[src/rtl/cfam_pkg.sv]
package cfam_pkg;

  // ==========================================================================
  // Address space
  // ==========================================================================
  localparam int unsigned CFAM_ADDR_W     = 24;
  localparam logic [23:0] CFAM_SFA_LO     = 24'h000000;
  localparam logic [23:0] CFAM_SFA_HI     = 24'h0003ff;
  localparam logic [23:0] CFAM_RAM_BASE   = 24'h000400;
  localparam logic [23:0] CFAM_SPACE_TOP  = 24'hffffff;
  localparam logic [23:0] CFAM_VEC_LO     = 24'hfffe00;
  localparam logic [23:0] CFAM_RAM_SIZE   = 24'h002800;
  localparam logic [23:0] CFAM_ROM_SIZE   = 24'h020000;
  localparam logic [23:0] CFAM_SFA_SIZE   = 24'h000400;

  // ==========================================================================
  // APB register offsets
  // ==========================================================================
  localparam logic [11:0] CFAM_OFF_FLAG      = 12'h000;
  localparam logic [11:0] CFAM_OFF_ALU_CTRL  = 12'h004;
  localparam logic [11:0] CFAM_OFF_OPERAND_A = 12'h008;
  localparam logic [11:0] CFAM_OFF_OPERAND_B = 12'h00c;
  localparam logic [11:0] CFAM_OFF_RESULT    = 12'h010;
  localparam logic [11:0] CFAM_OFF_PROBE     = 12'h014;
  localparam logic [11:0] CFAM_OFF_REGION    = 12'h018;
  localparam logic [11:0] CFAM_OFF_STATUS    = 12'h01c;
  localparam logic [11:0] CFAM_OFF_BANK_LO   = 12'h040;
  localparam logic [11:0] CFAM_OFF_BANK_HI   = 12'h05c;

  // ==========================================================================
  // Flag register layout
  // ==========================================================================
  localparam int unsigned CFAM_BIT_C       = 0;
  localparam int unsigned CFAM_BIT_D       = 1;
  localparam int unsigned CFAM_BIT_Z       = 2;
  localparam int unsigned CFAM_BIT_S       = 3;
  localparam int unsigned CFAM_BIT_B       = 4;
  localparam int unsigned CFAM_BIT_O       = 5;
  localparam int unsigned CFAM_BIT_I       = 6;
  localparam int unsigned CFAM_BIT_U       = 7;
  localparam int unsigned CFAM_BIT_PRI_LSB = 12;
  localparam int unsigned CFAM_PRI_W       = 3;
  localparam logic [15:0] CFAM_FLAG_WMASK  = 16'h70ff;
  localparam logic [15:0] CFAM_FLAG_RESET  = 16'h0000;

  // ==========================================================================
  // Arithmetic control fields
  // ==========================================================================
  localparam int unsigned CFAM_CTRL_GO     = 0;
  localparam int unsigned CFAM_CTRL_OP_LSB = 1;
  localparam logic [1:0]  CFAM_OP_ADD      = 2'h0;
  localparam logic [1:0]  CFAM_OP_SUB      = 2'h1;
  localparam logic [1:0]  CFAM_OP_ADC      = 2'h2;
  localparam logic [1:0]  CFAM_OP_SBB      = 2'h3;

  // ==========================================================================
  // Types
  // ==========================================================================
  typedef enum logic [4:0] {
    CFAM_REGION_NONE   = 5'b00001,
    CFAM_REGION_SFA    = 5'b00010,
    CFAM_REGION_RAM    = 5'b00100,
    CFAM_REGION_ROM    = 5'b01000,
    CFAM_REGION_VECTOR = 5'b10000
  } cfam_region_type;

  typedef enum logic [1:0] {
    CFAM_ST_RUN  = 2'b01,
    CFAM_ST_TRAP = 2'b10
  } cfam_step_type;

  typedef struct packed {
    logic [2:0] pri;
    logic       u;
    logic       i;
    logic       o;
    logic       b;
    logic       s;
    logic       z;
    logic       d;
    logic       c;
  } cfam_flags_type;

  typedef struct packed {
    logic [11:0] addr;
    logic        write;
    logic [31:0] wdata;
  } cfam_apb_req_type;

endpackage

[src/rtl/cfam_bank_regs.sv]
`timescale 1ns/1ps
module cfam_bank_regs
  import cfam_pkg::*;
#(
  parameter int unsigned NUM_REGS  = 8,
  parameter int unsigned DATA_REGS = 4,
  parameter int unsigned REG_W     = 24,
  parameter int unsigned DATA_W    = 16
) (
  input  wire logic              pclk,
  input  wire logic              presetn,
  input  wire logic              bank_sel,
  input  wire logic              wr_en,
  input  wire logic [2:0]        idx,
  input  wire logic [REG_W-1:0]  wdata,
  output logic      [REG_W-1:0]  rdata
);

  if (NUM_REGS != 8 || DATA_REGS > NUM_REGS || DATA_W > REG_W) begin : g_chk
    $error("cfam_bank_regs: unsupported register geometry");
  end

  logic [REG_W-1:0] regs_q [2*NUM_REGS];

  // Data registers are narrower than address and base registers.
  function automatic logic [REG_W-1:0] fit(input logic [2:0] i, input logic [REG_W-1:0] v);
    logic [REG_W-1:0] m;
    m = '1;
    if (32'(i) < DATA_REGS) begin
      m = REG_W'((1 << DATA_W) - 1);
    end
    return v & m;
  endfunction

  // ==========================================================================
  // Two copies of each register, the bank flag picks the copy
  // ==========================================================================
  always_ff @(posedge pclk or negedge presetn) begin
    if (!presetn) begin
      for (int k = 0; k < 2 * NUM_REGS; k++) begin
        regs_q[k] <= '0;
      end
    end else if (wr_en) begin
      regs_q[{bank_sel, idx}] <= fit(idx, wdata); // RL5 RL15
    end
  end

  assign rdata = regs_q[{bank_sel, idx}]; // RL5 RL15

endmodule

[src/rtl/cfam_addr_map.sv]
`timescale 1ns/1ps
module cfam_addr_map
  import cfam_pkg::*;
#(
  parameter logic [23:0] RAM_SIZE = CFAM_RAM_SIZE,
  parameter logic [23:0] ROM_SIZE = CFAM_ROM_SIZE,
  parameter logic [23:0] SFA_SIZE = CFAM_SFA_SIZE
) (
  input  wire logic [23:0]     addr,
  output cfam_region_type      region,
  output logic                 sfa_impl
);

  localparam logic [23:0] ROM_LO = 24'(CFAM_SPACE_TOP - ROM_SIZE + 24'h000001);
  localparam logic [23:0] RAM_HI = 24'(CFAM_RAM_BASE + RAM_SIZE - 24'h000001);
  localparam logic [23:0] SFA_IMPL_LO = 24'(CFAM_SFA_HI - SFA_SIZE + 24'h000001);

  if (SFA_SIZE == 0 || SFA_SIZE > CFAM_SFA_SIZE || RAM_SIZE == 0 || ROM_SIZE == 0
      || RAM_HI >= ROM_LO) begin : g_chk
    $error("cfam_addr_map: memory sizes overlap or exceed the space");
  end

  // ==========================================================================
  // Region decode; the vector area wins over the top of ROM
  // ==========================================================================
  always_comb begin
    region = CFAM_REGION_NONE;
    if (addr <= CFAM_SFA_HI) begin
      region = CFAM_REGION_SFA; // RL11
    end else if (addr >= CFAM_VEC_LO) begin
      region = CFAM_REGION_VECTOR; // RL14
    end else if (addr >= ROM_LO) begin
      region = CFAM_REGION_ROM; // RL13
    end else if (addr >= CFAM_RAM_BASE && addr <= RAM_HI) begin
      region = CFAM_REGION_RAM; // RL12
    end
  end

  assign sfa_impl = (addr <= CFAM_SFA_HI) && (addr >= SFA_IMPL_LO); // RL11

endmodule

[src/rtl/cfam_core.sv]
// Decided for this implementation: the register addresses and the APB register port.
`timescale 1ns/1ps
// Contract
// (RL1) Priority level field holds levels 0 to 7; bigger value is higher priority.
// (RL2) Stack select flag clear picks interrupt stack, set picks user stack.
// (RL3) Maskable interrupts accepted only while interrupt enable flag is one.
// (RL4) Overflow flag set on signed arithmetic overflow, cleared otherwise.
// (RL5) Bank flag zero routes register accesses to bank 0, one to bank 1.
// (RL6) Sign flag set for negative result, cleared for positive.
// (RL7) Zero flag set when the result equals zero, cleared otherwise.
// (RL8) Debug flag set means a debug trap after every instruction.
// (RL9) Carry flag captures carry of additions and borrow of subtractions.
// (RL10) Linear 16-Mbyte space with 24-bit addresses from zero upward.
// (RL11) 000000H to 0003FFH is the special function area, filled from its top.
// (RL12) Internal RAM starts at 00400H and grows upward.
// (RL13) Internal ROM ends at the top of the space and grows downward.
// (RL14) FFFE00H to FFFFFFH is the fixed vector area.
// (RL15) Eight general registers exist twice; the bank flag picks the copy.
// (RL16) Priority field is three bits; unassigned flag bits read zero, ignore writes.
module cfam_core
  import cfam_pkg::*;
#(
  parameter logic [23:0] RAM_SIZE = CFAM_RAM_SIZE,
  parameter logic [23:0] ROM_SIZE = CFAM_ROM_SIZE,
  parameter logic [23:0] SFA_SIZE = CFAM_SFA_SIZE
) (
  input  wire logic                   pclk,
  input  wire logic                   presetn,
  input  wire logic                   psel,
  input  wire logic                   penable,
  input  wire logic                   pwrite,
  input  wire logic [11:0]            paddr,
  input  wire logic [31:0]            pwdata,
  output logic      [31:0]            prdata,
  output logic                        pready,
  output logic                        pslverr,
  input  wire logic                   irq_req,
  input  wire logic [CFAM_PRI_W-1:0]  irq_level,
  output logic                        irq_accept,
  output logic                        user_stack_sel,
  output logic                        bank_sel,
  input  wire logic                   instr_done,
  input  wire logic                   trap_ack,
  output logic                        debug_trap,
  input  wire logic [CFAM_ADDR_W-1:0] cpu_addr,
  output cfam_region_type             cpu_region,
  output logic                        cpu_sfa_impl
);

  // ==========================================================================
  // Declarations
  // ==========================================================================
  cfam_apb_req_type req;
  cfam_flags_type   flags_q;
  cfam_flags_type   flags_d;
  cfam_step_type    step_q;
  cfam_step_type    step_d;
  cfam_region_type  probe_region;
  cfam_region_type  cpu_region_c;
  logic [15:0]      operand_a_q;
  logic [15:0]      operand_b_q;
  logic [15:0]      result_q;
  logic [2:0]       alu_op_q;
  logic [23:0]      probe_q;
  logic [31:0]      prdata_q;
  logic             pslverr_q;
  logic             setup;
  logic             access;
  logic             wr;
  logic             alu_go;
  logic [1:0]       alu_op;
  logic [16:0]      alu_sum;
  logic [15:0]      alu_res;
  logic             alu_carry;
  logic             alu_ovf;
  logic             bank_wr;
  logic [23:0]      bank_rdata;
  logic             probe_impl;
  logic             cpu_sfa_impl_c;

  // ==========================================================================
  // Helpers
  // ==========================================================================
  function automatic logic in_bank(input logic [11:0] a);
    return (a >= CFAM_OFF_BANK_LO) && (a <= CFAM_OFF_BANK_HI) && (a[1:0] == 2'h0);
  endfunction

  function automatic logic mapped(input logic [11:0] a);
    logic hit;
    hit = in_bank(a);
    if (a == CFAM_OFF_FLAG || a == CFAM_OFF_ALU_CTRL || a == CFAM_OFF_OPERAND_A
        || a == CFAM_OFF_OPERAND_B || a == CFAM_OFF_RESULT || a == CFAM_OFF_PROBE
        || a == CFAM_OFF_REGION || a == CFAM_OFF_STATUS) begin
      hit = 1'b1;
    end
    return hit;
  endfunction

  function automatic logic [15:0] pack_flags(input cfam_flags_type f);
    logic [15:0] v;
    v = 16'h0000;
    v[CFAM_BIT_C] = f.c;
    v[CFAM_BIT_D] = f.d;
    v[CFAM_BIT_Z] = f.z;
    v[CFAM_BIT_S] = f.s;
    v[CFAM_BIT_B] = f.b;
    v[CFAM_BIT_O] = f.o;
    v[CFAM_BIT_I] = f.i;
    v[CFAM_BIT_U] = f.u;
    v[CFAM_BIT_PRI_LSB +: CFAM_PRI_W] = f.pri;
    return v;
  endfunction

  function automatic cfam_flags_type unpack_flags(input logic [15:0] v);
    cfam_flags_type f;
    f.c   = v[CFAM_BIT_C];
    f.d   = v[CFAM_BIT_D];
    f.z   = v[CFAM_BIT_Z];
    f.s   = v[CFAM_BIT_S];
    f.b   = v[CFAM_BIT_B];
    f.o   = v[CFAM_BIT_O];
    f.i   = v[CFAM_BIT_I];
    f.u   = v[CFAM_BIT_U];
    f.pri = v[CFAM_BIT_PRI_LSB +: CFAM_PRI_W];
    return f;
  endfunction

  // ==========================================================================
  // APB handshake
  // ==========================================================================
  assign req.addr  = paddr;
  assign req.write = pwrite;
  assign req.wdata = pwdata;
  assign setup     = psel && !penable;
  assign access    = psel && penable;
  assign wr        = access && req.write && mapped(req.addr);
  // Every access completes at once; read data is caught in the setup cycle.
  assign pready    = access;
  assign prdata    = prdata_q;
  assign pslverr   = access && pslverr_q;

  always_ff @(posedge pclk or negedge presetn) begin
    if (!presetn) begin
      pslverr_q <= 1'b0;
    end else if (setup) begin
      pslverr_q <= !mapped(req.addr);
    end
  end

  // ==========================================================================
  // Read mux, sampled in the setup phase
  // ==========================================================================
  always_ff @(posedge pclk or negedge presetn) begin
    if (!presetn) begin
      prdata_q <= 32'h00000000;
    end else if (setup) begin
      prdata_q <= 32'h00000000;
      if (req.write) begin
        prdata_q <= 32'h00000000;
      end else if (req.addr == CFAM_OFF_FLAG) begin
        prdata_q <= {16'h0000, pack_flags(flags_q)}; // RL16
      end else if (req.addr == CFAM_OFF_ALU_CTRL) begin
        prdata_q <= {29'h0, alu_op_q};
      end else if (req.addr == CFAM_OFF_OPERAND_A) begin
        prdata_q <= {16'h0000, operand_a_q};
      end else if (req.addr == CFAM_OFF_OPERAND_B) begin
        prdata_q <= {16'h0000, operand_b_q};
      end else if (req.addr == CFAM_OFF_RESULT) begin
        prdata_q <= {16'h0000, result_q};
      end else if (req.addr == CFAM_OFF_PROBE) begin
        prdata_q <= {8'h00, probe_q};
      end else if (req.addr == CFAM_OFF_REGION) begin
        prdata_q <= {26'h0, probe_impl, probe_region};
      end else if (req.addr == CFAM_OFF_STATUS) begin
        prdata_q <= {27'h0, step_q == CFAM_ST_TRAP, irq_accept,
                     flags_q.b, flags_q.u, flags_q.i};
      end else if (in_bank(req.addr)) begin
        prdata_q <= {8'h00, bank_rdata}; // RL15
      end
    end
  end

  // ==========================================================================
  // Arithmetic unit that drives the condition flags
  // ==========================================================================
  assign alu_go = wr && req.addr == CFAM_OFF_ALU_CTRL && req.wdata[CFAM_CTRL_GO];
  assign alu_op = req.wdata[CFAM_CTRL_OP_LSB +: 2];

  always_comb begin
    alu_sum = 17'h0;
    alu_ovf = 1'b0;
    if (alu_op == CFAM_OP_ADD || alu_op == CFAM_OP_ADC) begin
      alu_sum = {1'b0, operand_a_q} + {1'b0, operand_b_q}
              + {16'h0000, alu_op == CFAM_OP_ADC && flags_q.c};
      alu_ovf = (operand_a_q[15] == operand_b_q[15]) && (alu_sum[15] != operand_a_q[15]);
    end else begin
      alu_sum = {1'b0, operand_a_q} - {1'b0, operand_b_q}
              - {16'h0000, alu_op == CFAM_OP_SBB && flags_q.c};
      alu_ovf = (operand_a_q[15] != operand_b_q[15]) && (alu_sum[15] != operand_a_q[15]);
    end
  end

  assign alu_res   = alu_sum[15:0];
  // In subtraction the seventeenth bit is the borrow, held as carry set.
  assign alu_carry = alu_sum[16]; // RL9

  always_ff @(posedge pclk or negedge presetn) begin
    if (!presetn) begin
      operand_a_q <= 16'h0000;
      operand_b_q <= 16'h0000;
    end else if (wr && req.addr == CFAM_OFF_OPERAND_A) begin
      operand_a_q <= req.wdata[15:0];
    end else if (wr && req.addr == CFAM_OFF_OPERAND_B) begin
      operand_b_q <= req.wdata[15:0];
    end
  end

  always_ff @(posedge pclk or negedge presetn) begin
    if (!presetn) begin
      result_q <= 16'h0000;
      alu_op_q <= 3'h0;
    end else if (wr && req.addr == CFAM_OFF_ALU_CTRL) begin
      alu_op_q <= {alu_op, 1'b0};
      if (alu_go) begin
        result_q <= alu_res;
      end
    end
  end

  // ==========================================================================
  // Flag register
  // ==========================================================================
  always_comb begin
    flags_d = flags_q;
    if (wr && req.addr == CFAM_OFF_FLAG) begin
      flags_d = unpack_flags(req.wdata[15:0] & CFAM_FLAG_WMASK); // RL1 RL16
    end else if (alu_go) begin
      flags_d.c = alu_carry; // RL9
      flags_d.o = alu_ovf; // RL4
      flags_d.s = alu_res[15]; // RL6
      flags_d.z = (alu_res == 16'h0000); // RL7
    end
  end

  always_ff @(posedge pclk or negedge presetn) begin
    if (!presetn) begin
      flags_q <= unpack_flags(CFAM_FLAG_RESET);
    end else begin
      flags_q <= flags_d;
    end
  end

  // ==========================================================================
  // Interrupt gating and stack selection
  // ==========================================================================
  // A request must outrank the current level strictly, so level 0 never enters.
  assign irq_accept     = irq_req && flags_q.i && (irq_level > flags_q.pri); // RL3 RL1
  assign user_stack_sel = flags_q.u; // RL2
  assign bank_sel       = flags_q.b; // RL5

  // ==========================================================================
  // Single-step trap sequencer
  // ==========================================================================
  always_comb begin
    step_d = step_q;
    case (step_q)
      CFAM_ST_RUN: begin
        if (instr_done && flags_q.d) begin
          step_d = CFAM_ST_TRAP; // RL8
        end
      end
      CFAM_ST_TRAP: begin
        if (trap_ack) begin
          step_d = CFAM_ST_RUN;
        end
      end
      default: begin
        step_d = CFAM_ST_RUN;
      end
    endcase
  end

  always_ff @(posedge pclk or negedge presetn) begin
    if (!presetn) begin
      step_q <= CFAM_ST_RUN;
    end else begin
      step_q <= step_d;
    end
  end

  assign debug_trap = (step_q == CFAM_ST_TRAP); // RL8

  // ==========================================================================
  // Banked general registers
  // ==========================================================================
  assign bank_wr = wr && in_bank(req.addr);

  cfam_bank_regs u_bank (
    .pclk     (pclk),
    .presetn  (presetn),
    .bank_sel (flags_q.b),
    .wr_en    (bank_wr),
    .idx      (req.addr[4:2]),
    .wdata    (req.wdata[23:0]),
    .rdata    (bank_rdata)
  ); // RL15

  // ==========================================================================
  // Address map: a software probe and the live core address
  // ==========================================================================
  always_ff @(posedge pclk or negedge presetn) begin
    if (!presetn) begin
      probe_q <= 24'h000000;
    end else if (wr && req.addr == CFAM_OFF_PROBE) begin
      probe_q <= req.wdata[CFAM_ADDR_W-1:0]; // RL10
    end
  end

  cfam_addr_map #(
    .RAM_SIZE (RAM_SIZE),
    .ROM_SIZE (ROM_SIZE),
    .SFA_SIZE (SFA_SIZE)
  ) u_map_probe (
    .addr     (probe_q),
    .region   (probe_region),
    .sfa_impl (probe_impl)
  );

  cfam_addr_map #(
    .RAM_SIZE (RAM_SIZE),
    .ROM_SIZE (ROM_SIZE),
    .SFA_SIZE (SFA_SIZE)
  ) u_map_cpu (
    .addr     (cpu_addr),
    .region   (cpu_region_c),
    .sfa_impl (cpu_sfa_impl_c)
  );

  // The live decode is registered so that it leaves as a clean data output.
  always_ff @(posedge pclk or negedge presetn) begin
    if (!presetn) begin
      cpu_region   <= CFAM_REGION_NONE;
      cpu_sfa_impl <= 1'b0;
    end else begin
      cpu_region   <= cpu_region_c; // RL11 RL12 RL13 RL14
      cpu_sfa_impl <= cpu_sfa_impl_c;
    end
  end

endmodule

[config.mk]
export PLATFORM = sky130hd
export DESIGN_NAME = cfam_core
export DESIGN_NICKNAME = d
export VERILOG_FILES = /design/src/rtl/cfam_pkg.sv /design/src/rtl/cfam_bank_regs.sv /design/src/rtl/cfam_addr_map.sv /design/src/rtl/cfam_core.sv
export SDC_FILE = /design/constraint.sdc
export NUM_CORES = 1
export LEC_CHECK = 0
export BUFFER_PORTS_ARGS = -buffer_cell sky130_fd_sc_hd__buf_4
export CORE_UTILIZATION = 30
export CTS_CLUSTER_SIZE = 30
export DETAILED_ROUTE_END_ITERATION = 10
export GPL_TIMING_DRIVEN = 0
export HOLD_SLACK_MARGIN = 0.12
export PLACE_DENSITY_LB_ADDON = 0.2
export SLEW_MARGIN = 30
export SYNTH_ARGS = -nofsm -noshare
export SYNTH_HDL_FRONTEND = slang
export SYNTH_SLANG_ARGS = --single-unit
export TNS_END_PERCENT = 20
[constraint.sdc]
create_clock -name pclk -period 5.8 [get_ports pclk]
set_input_delay 0.58 -clock pclk [delete_from_list [all_inputs] [get_ports pclk]]
set_output_delay 0.58 -clock pclk [all_outputs]
set_load 0.05 [all_outputs]
==> run_results.csv <==
group,metric,value,unit
sta,finalSetupViolCount,0,
floorplanning,start_util,30.4,%
setup_path,cp_slowest_cell,"clkbuf_1",
clocking,clkTransAtPathRegs,0.06,ns
floorplanning,die_h,291,µm
yosys,syn-cell-area,25000,µm²
clocking,numCtsBuffers,56,
yosys,synth_top_area_share,50.0,%
setup_path,crit_chain,"buf_4 -> inv_1 -> clkbuf_1 -> clkbuf_1 -> clkbuf_1 -> and3_1 -> fa_1 -> inv_1 -> fa_1 -> nor2_1 -> o31ai_1 -> xnor2_1 -> mux2i_1 -> nand4_1 -> a2111oi_2 -> nand4_1 -> nor4bb_1 -> a31o_1",
clocking,cts-root-buf,"clkbuf_16",
clocking,cts_resized,0,
grt,antenna_found_initial,3,
route,routed_wl,76800,µm
sta,fin_crit,4.98,ns
route,viasPerCell,5.16,
yosys,synth_edf_count,0,
final_layout,antenna_cells,0,
route,drtPass1Iterations,5,
final_layout,final_core_util,35.2,%
pwr,p_sw,1.75,mW
setup_path,crit_top_cell,"clkbuf_1",
clocking,postCtsSetupRepairBufs,0,
yosys,synth-main-ff-cell,"dfrtp_1",
run,drv_cap,0,
pwr,pwr-share-seq,47.1,%
setup_path,crit_buf_inv,6,
floorplanning,top_level_ports,123,
pwr,p_leak,13.7,nW
clocking,cts_tree,"built",
sta,fin_crit_sh,85.8,%
setup_path,worstSetupPathType,"input port to flip-flop",
setup_path,cp_top_family,"buffers and inverters",
yosys,synth_area_leader_cell,"dfrtp_1",
route,wl_per_cell,24.8,µm
route,drcViolationCount,0,
yosys,ys_top_cells_by_area,"dfrtp_1 (50%), mux2_2 (15%), mux4_2 (11%)",
final_layout,final_area,29000,µm²
clocking,clkSinkCount,501,
floorplanning,row_count,105,
sta,skew,0.0288,ns
grt,grt_overflow,0,
grt,grt_pass1_wl,116000,µm
grt,grt_pass1_vias,17200,
route,antenna_left,0,
floorplanning,core_area,82200,µm²
hold_path,hold_path.class,"input port to flip-flop",
final_layout,nets,2128,
yosys,synth_warnings,0,
outcome,status,"finished clean",
route,num_vias,16000,
setup_path,worstPathRequired,6.36,ns
pwr,switching_share,23.6,%
final_layout,syn2layout_area_growth,15.9,%
sta,holdWs,0.168,ns
setup_path,worstPathMaxFanout,10,
pwr,comb_power_share,4.9,%
clocking,htreeDepth,2,
floorplanning,dieArea,84400,µm²
setup_path,cp-end-kind,"flip-flop",
clocking,insertion_delay,0.63,ns
place,port_buffers,83,
pwr,p_clk_share,48.0,%
pwr,power.internal,5.67,mW
floorplanning,die_x,291,µm
grt,grt_max_degree,88,
yosys,synth_cell_type_count,81,
clocking,clock_path_buffers,3,
sta,rsz0062_at_grt,"no",
yosys,ys_seq_area_share,50.2,%
sta,hold_violations,0,
place,placed_cell_area,27100,µm²
setup_path,critPathMaxStageDelay,0.65,ns
place,hpwl,56200,µm
final_layout,drive_above_1_share,38.2,%
pwr,pwr_density_cell,256,nW/µm²
yosys,synth-seq-cells,501,
yosys,synth_cells,1842,
route,drt_iter0_markers,972,
yosys,avgSynthCellArea,13.6,µm²
grt,track_usage,18.4,%
sta,tightest_slew,1.01,ns
sta,max_freq,201,MHz
setup_path,cp-start-kind,"input port",
yosys,async_flop_share,100,%
setup_path,critPathArrivalTime,5.53,ns
sta,drv_slew,0,
pwr,vdd_drop_max,0.187,mV
place,globalplace.congestion,0.910,
sta,max_slew_margin,32.8,%
stage by stage:
step / cells / power (mW) / setup WS [ns] / setup TNS (ns)
floorplan: 1849 / 3.71 / 1.97 / 0
global placement: 3002 / 3.91 / -1.14 / -515.27
detailed placement: 3008 / 3.93 / 0.272 / 0
CTS: 3104 / 7.53 / 0.908 / 0
global route: 3104 / 7.70 / 0.618 / 0
finish: 3104 / 7.42 / 0.823 / 0
layer usage:
metal	track usage (%)	part of all wire, %
met1	25.1	45
met2	29.5	47
met3	2.94	4.2
met4	6.71	3.5
met5	0	0.012
worst paths after layout:
path	depth (start not counted)	start	to	slack (ns)
min reg2reg	2	result_q[15]$_DFFE_PN0P_	result_q[15]$_DFFE_PN0P_	0.48
max	18	pwdata[1]	flags_q[2]$_DFFE_PN0P_	0.82
max in group asynchronous	6	presetn	prdata[6]$_DFFE_PN0P_	3.32
min in group asynchronous	2	presetn	u_bank.regs_q[116]$_DFFE_PN0P_	0.49
max reg2reg	12	flags_q[0]$_DFFE_PN0P_	flags_q[2]$_DFFE_PN0P_	2.07
min	2	trap_ack	step_q[1]$_DFFE_PN0P_	0.17
sequential cells by signal (all words and copies together) (netlist names), 2 cells and up:
name	count
flags_q	9
u_bank.regs_q	384
prdata	24
step_q	2
operand_a_q	16
probe_q	24
cpu_region	5
result_q	16
operand_b_q	16
alu_op_q	2
synth_stat cells (all sizes together) (3+ instances only):
cell type / n
o22ai: 7
clkbuf: 57
mux4: 120
and3: 5
mux2i: 14
inv: 64
o21a: 3
a2111oi: 6
nand2b: 9
and2: 3
a41oi: 3
nor2b: 69
o221ai: 3
mux2: 365
xor2: 8
a21oi: 42
nand3: 14
a32oi: 5
nand4: 12
buf: 79
a22oi: 26
ha: 48
nor4: 9
nand2: 117
nor3: 21
o21ai: 93
a221oi: 6
a21o: 9
fa: 4
nor2: 53
o211ai: 5
a31oi: 4
xnor2: 21
dfrtp: 499
o31ai: 6
power by group through the flow:
stage	combinational (mW)	clock (mW)	sequential, mW
finish	0.363	3.56	3.50
global route	0.396	3.80	3.50
CTS	0.372	3.66	3.50
detailed placement	0.370	0	3.56
global placement	0.348	0	3.56
floorplan	0.149	0	3.57
timing repair:
action | in CTS | in global routing
hold buffers | 1 | 0
setup endpoints to repair | 0 | 0
hold endpoints to repair | 50 | 0
placed cells by master (no fill, tap or decap), types with 26 or more instances in the layout:
master     instances
inv_1             64
mux2_4            36
mux4_2           120
nor2_1            38
ha_1              48
nand2_1          111
buf_4            109
mux2_2           329
dfrtp_1          499
nor2b_1           69
clkbuf_1          73
a22oi_1           26
clkbuf_16         56
o21ai_0           88
a21oi_1           42
cell families (layout without fill, tap and decap cells):
group | after synthesis | after routing | synth area share, %
AO/OA/AOI/OAI | 237 | 237 | 6.23
flip-flops | 501 | 501 | 50.2
XOR/XNOR | 29 | 29 | 1.02
adder cells (fa/ha/maj) | 52 | 52 | 2.73
buffers and inverters | 200 | 385 | 4.22
multiplexers | 499 | 499 | 28.4
other | 1 | 8 | 0.0150
AND/OR/NAND/NOR | 323 | 323 | 7.20
cell type report:
type	count	area, µm²
buffer	136	815
clock buffer	78	1540
clock inverter	17	249
fill	8034	53300
inverter	64	240
multi-input combinational	1148	11400
sequential	501	12500
tap	1070	1340
timing repair buffer	90	806
Power figures use the tool's default switching activity.
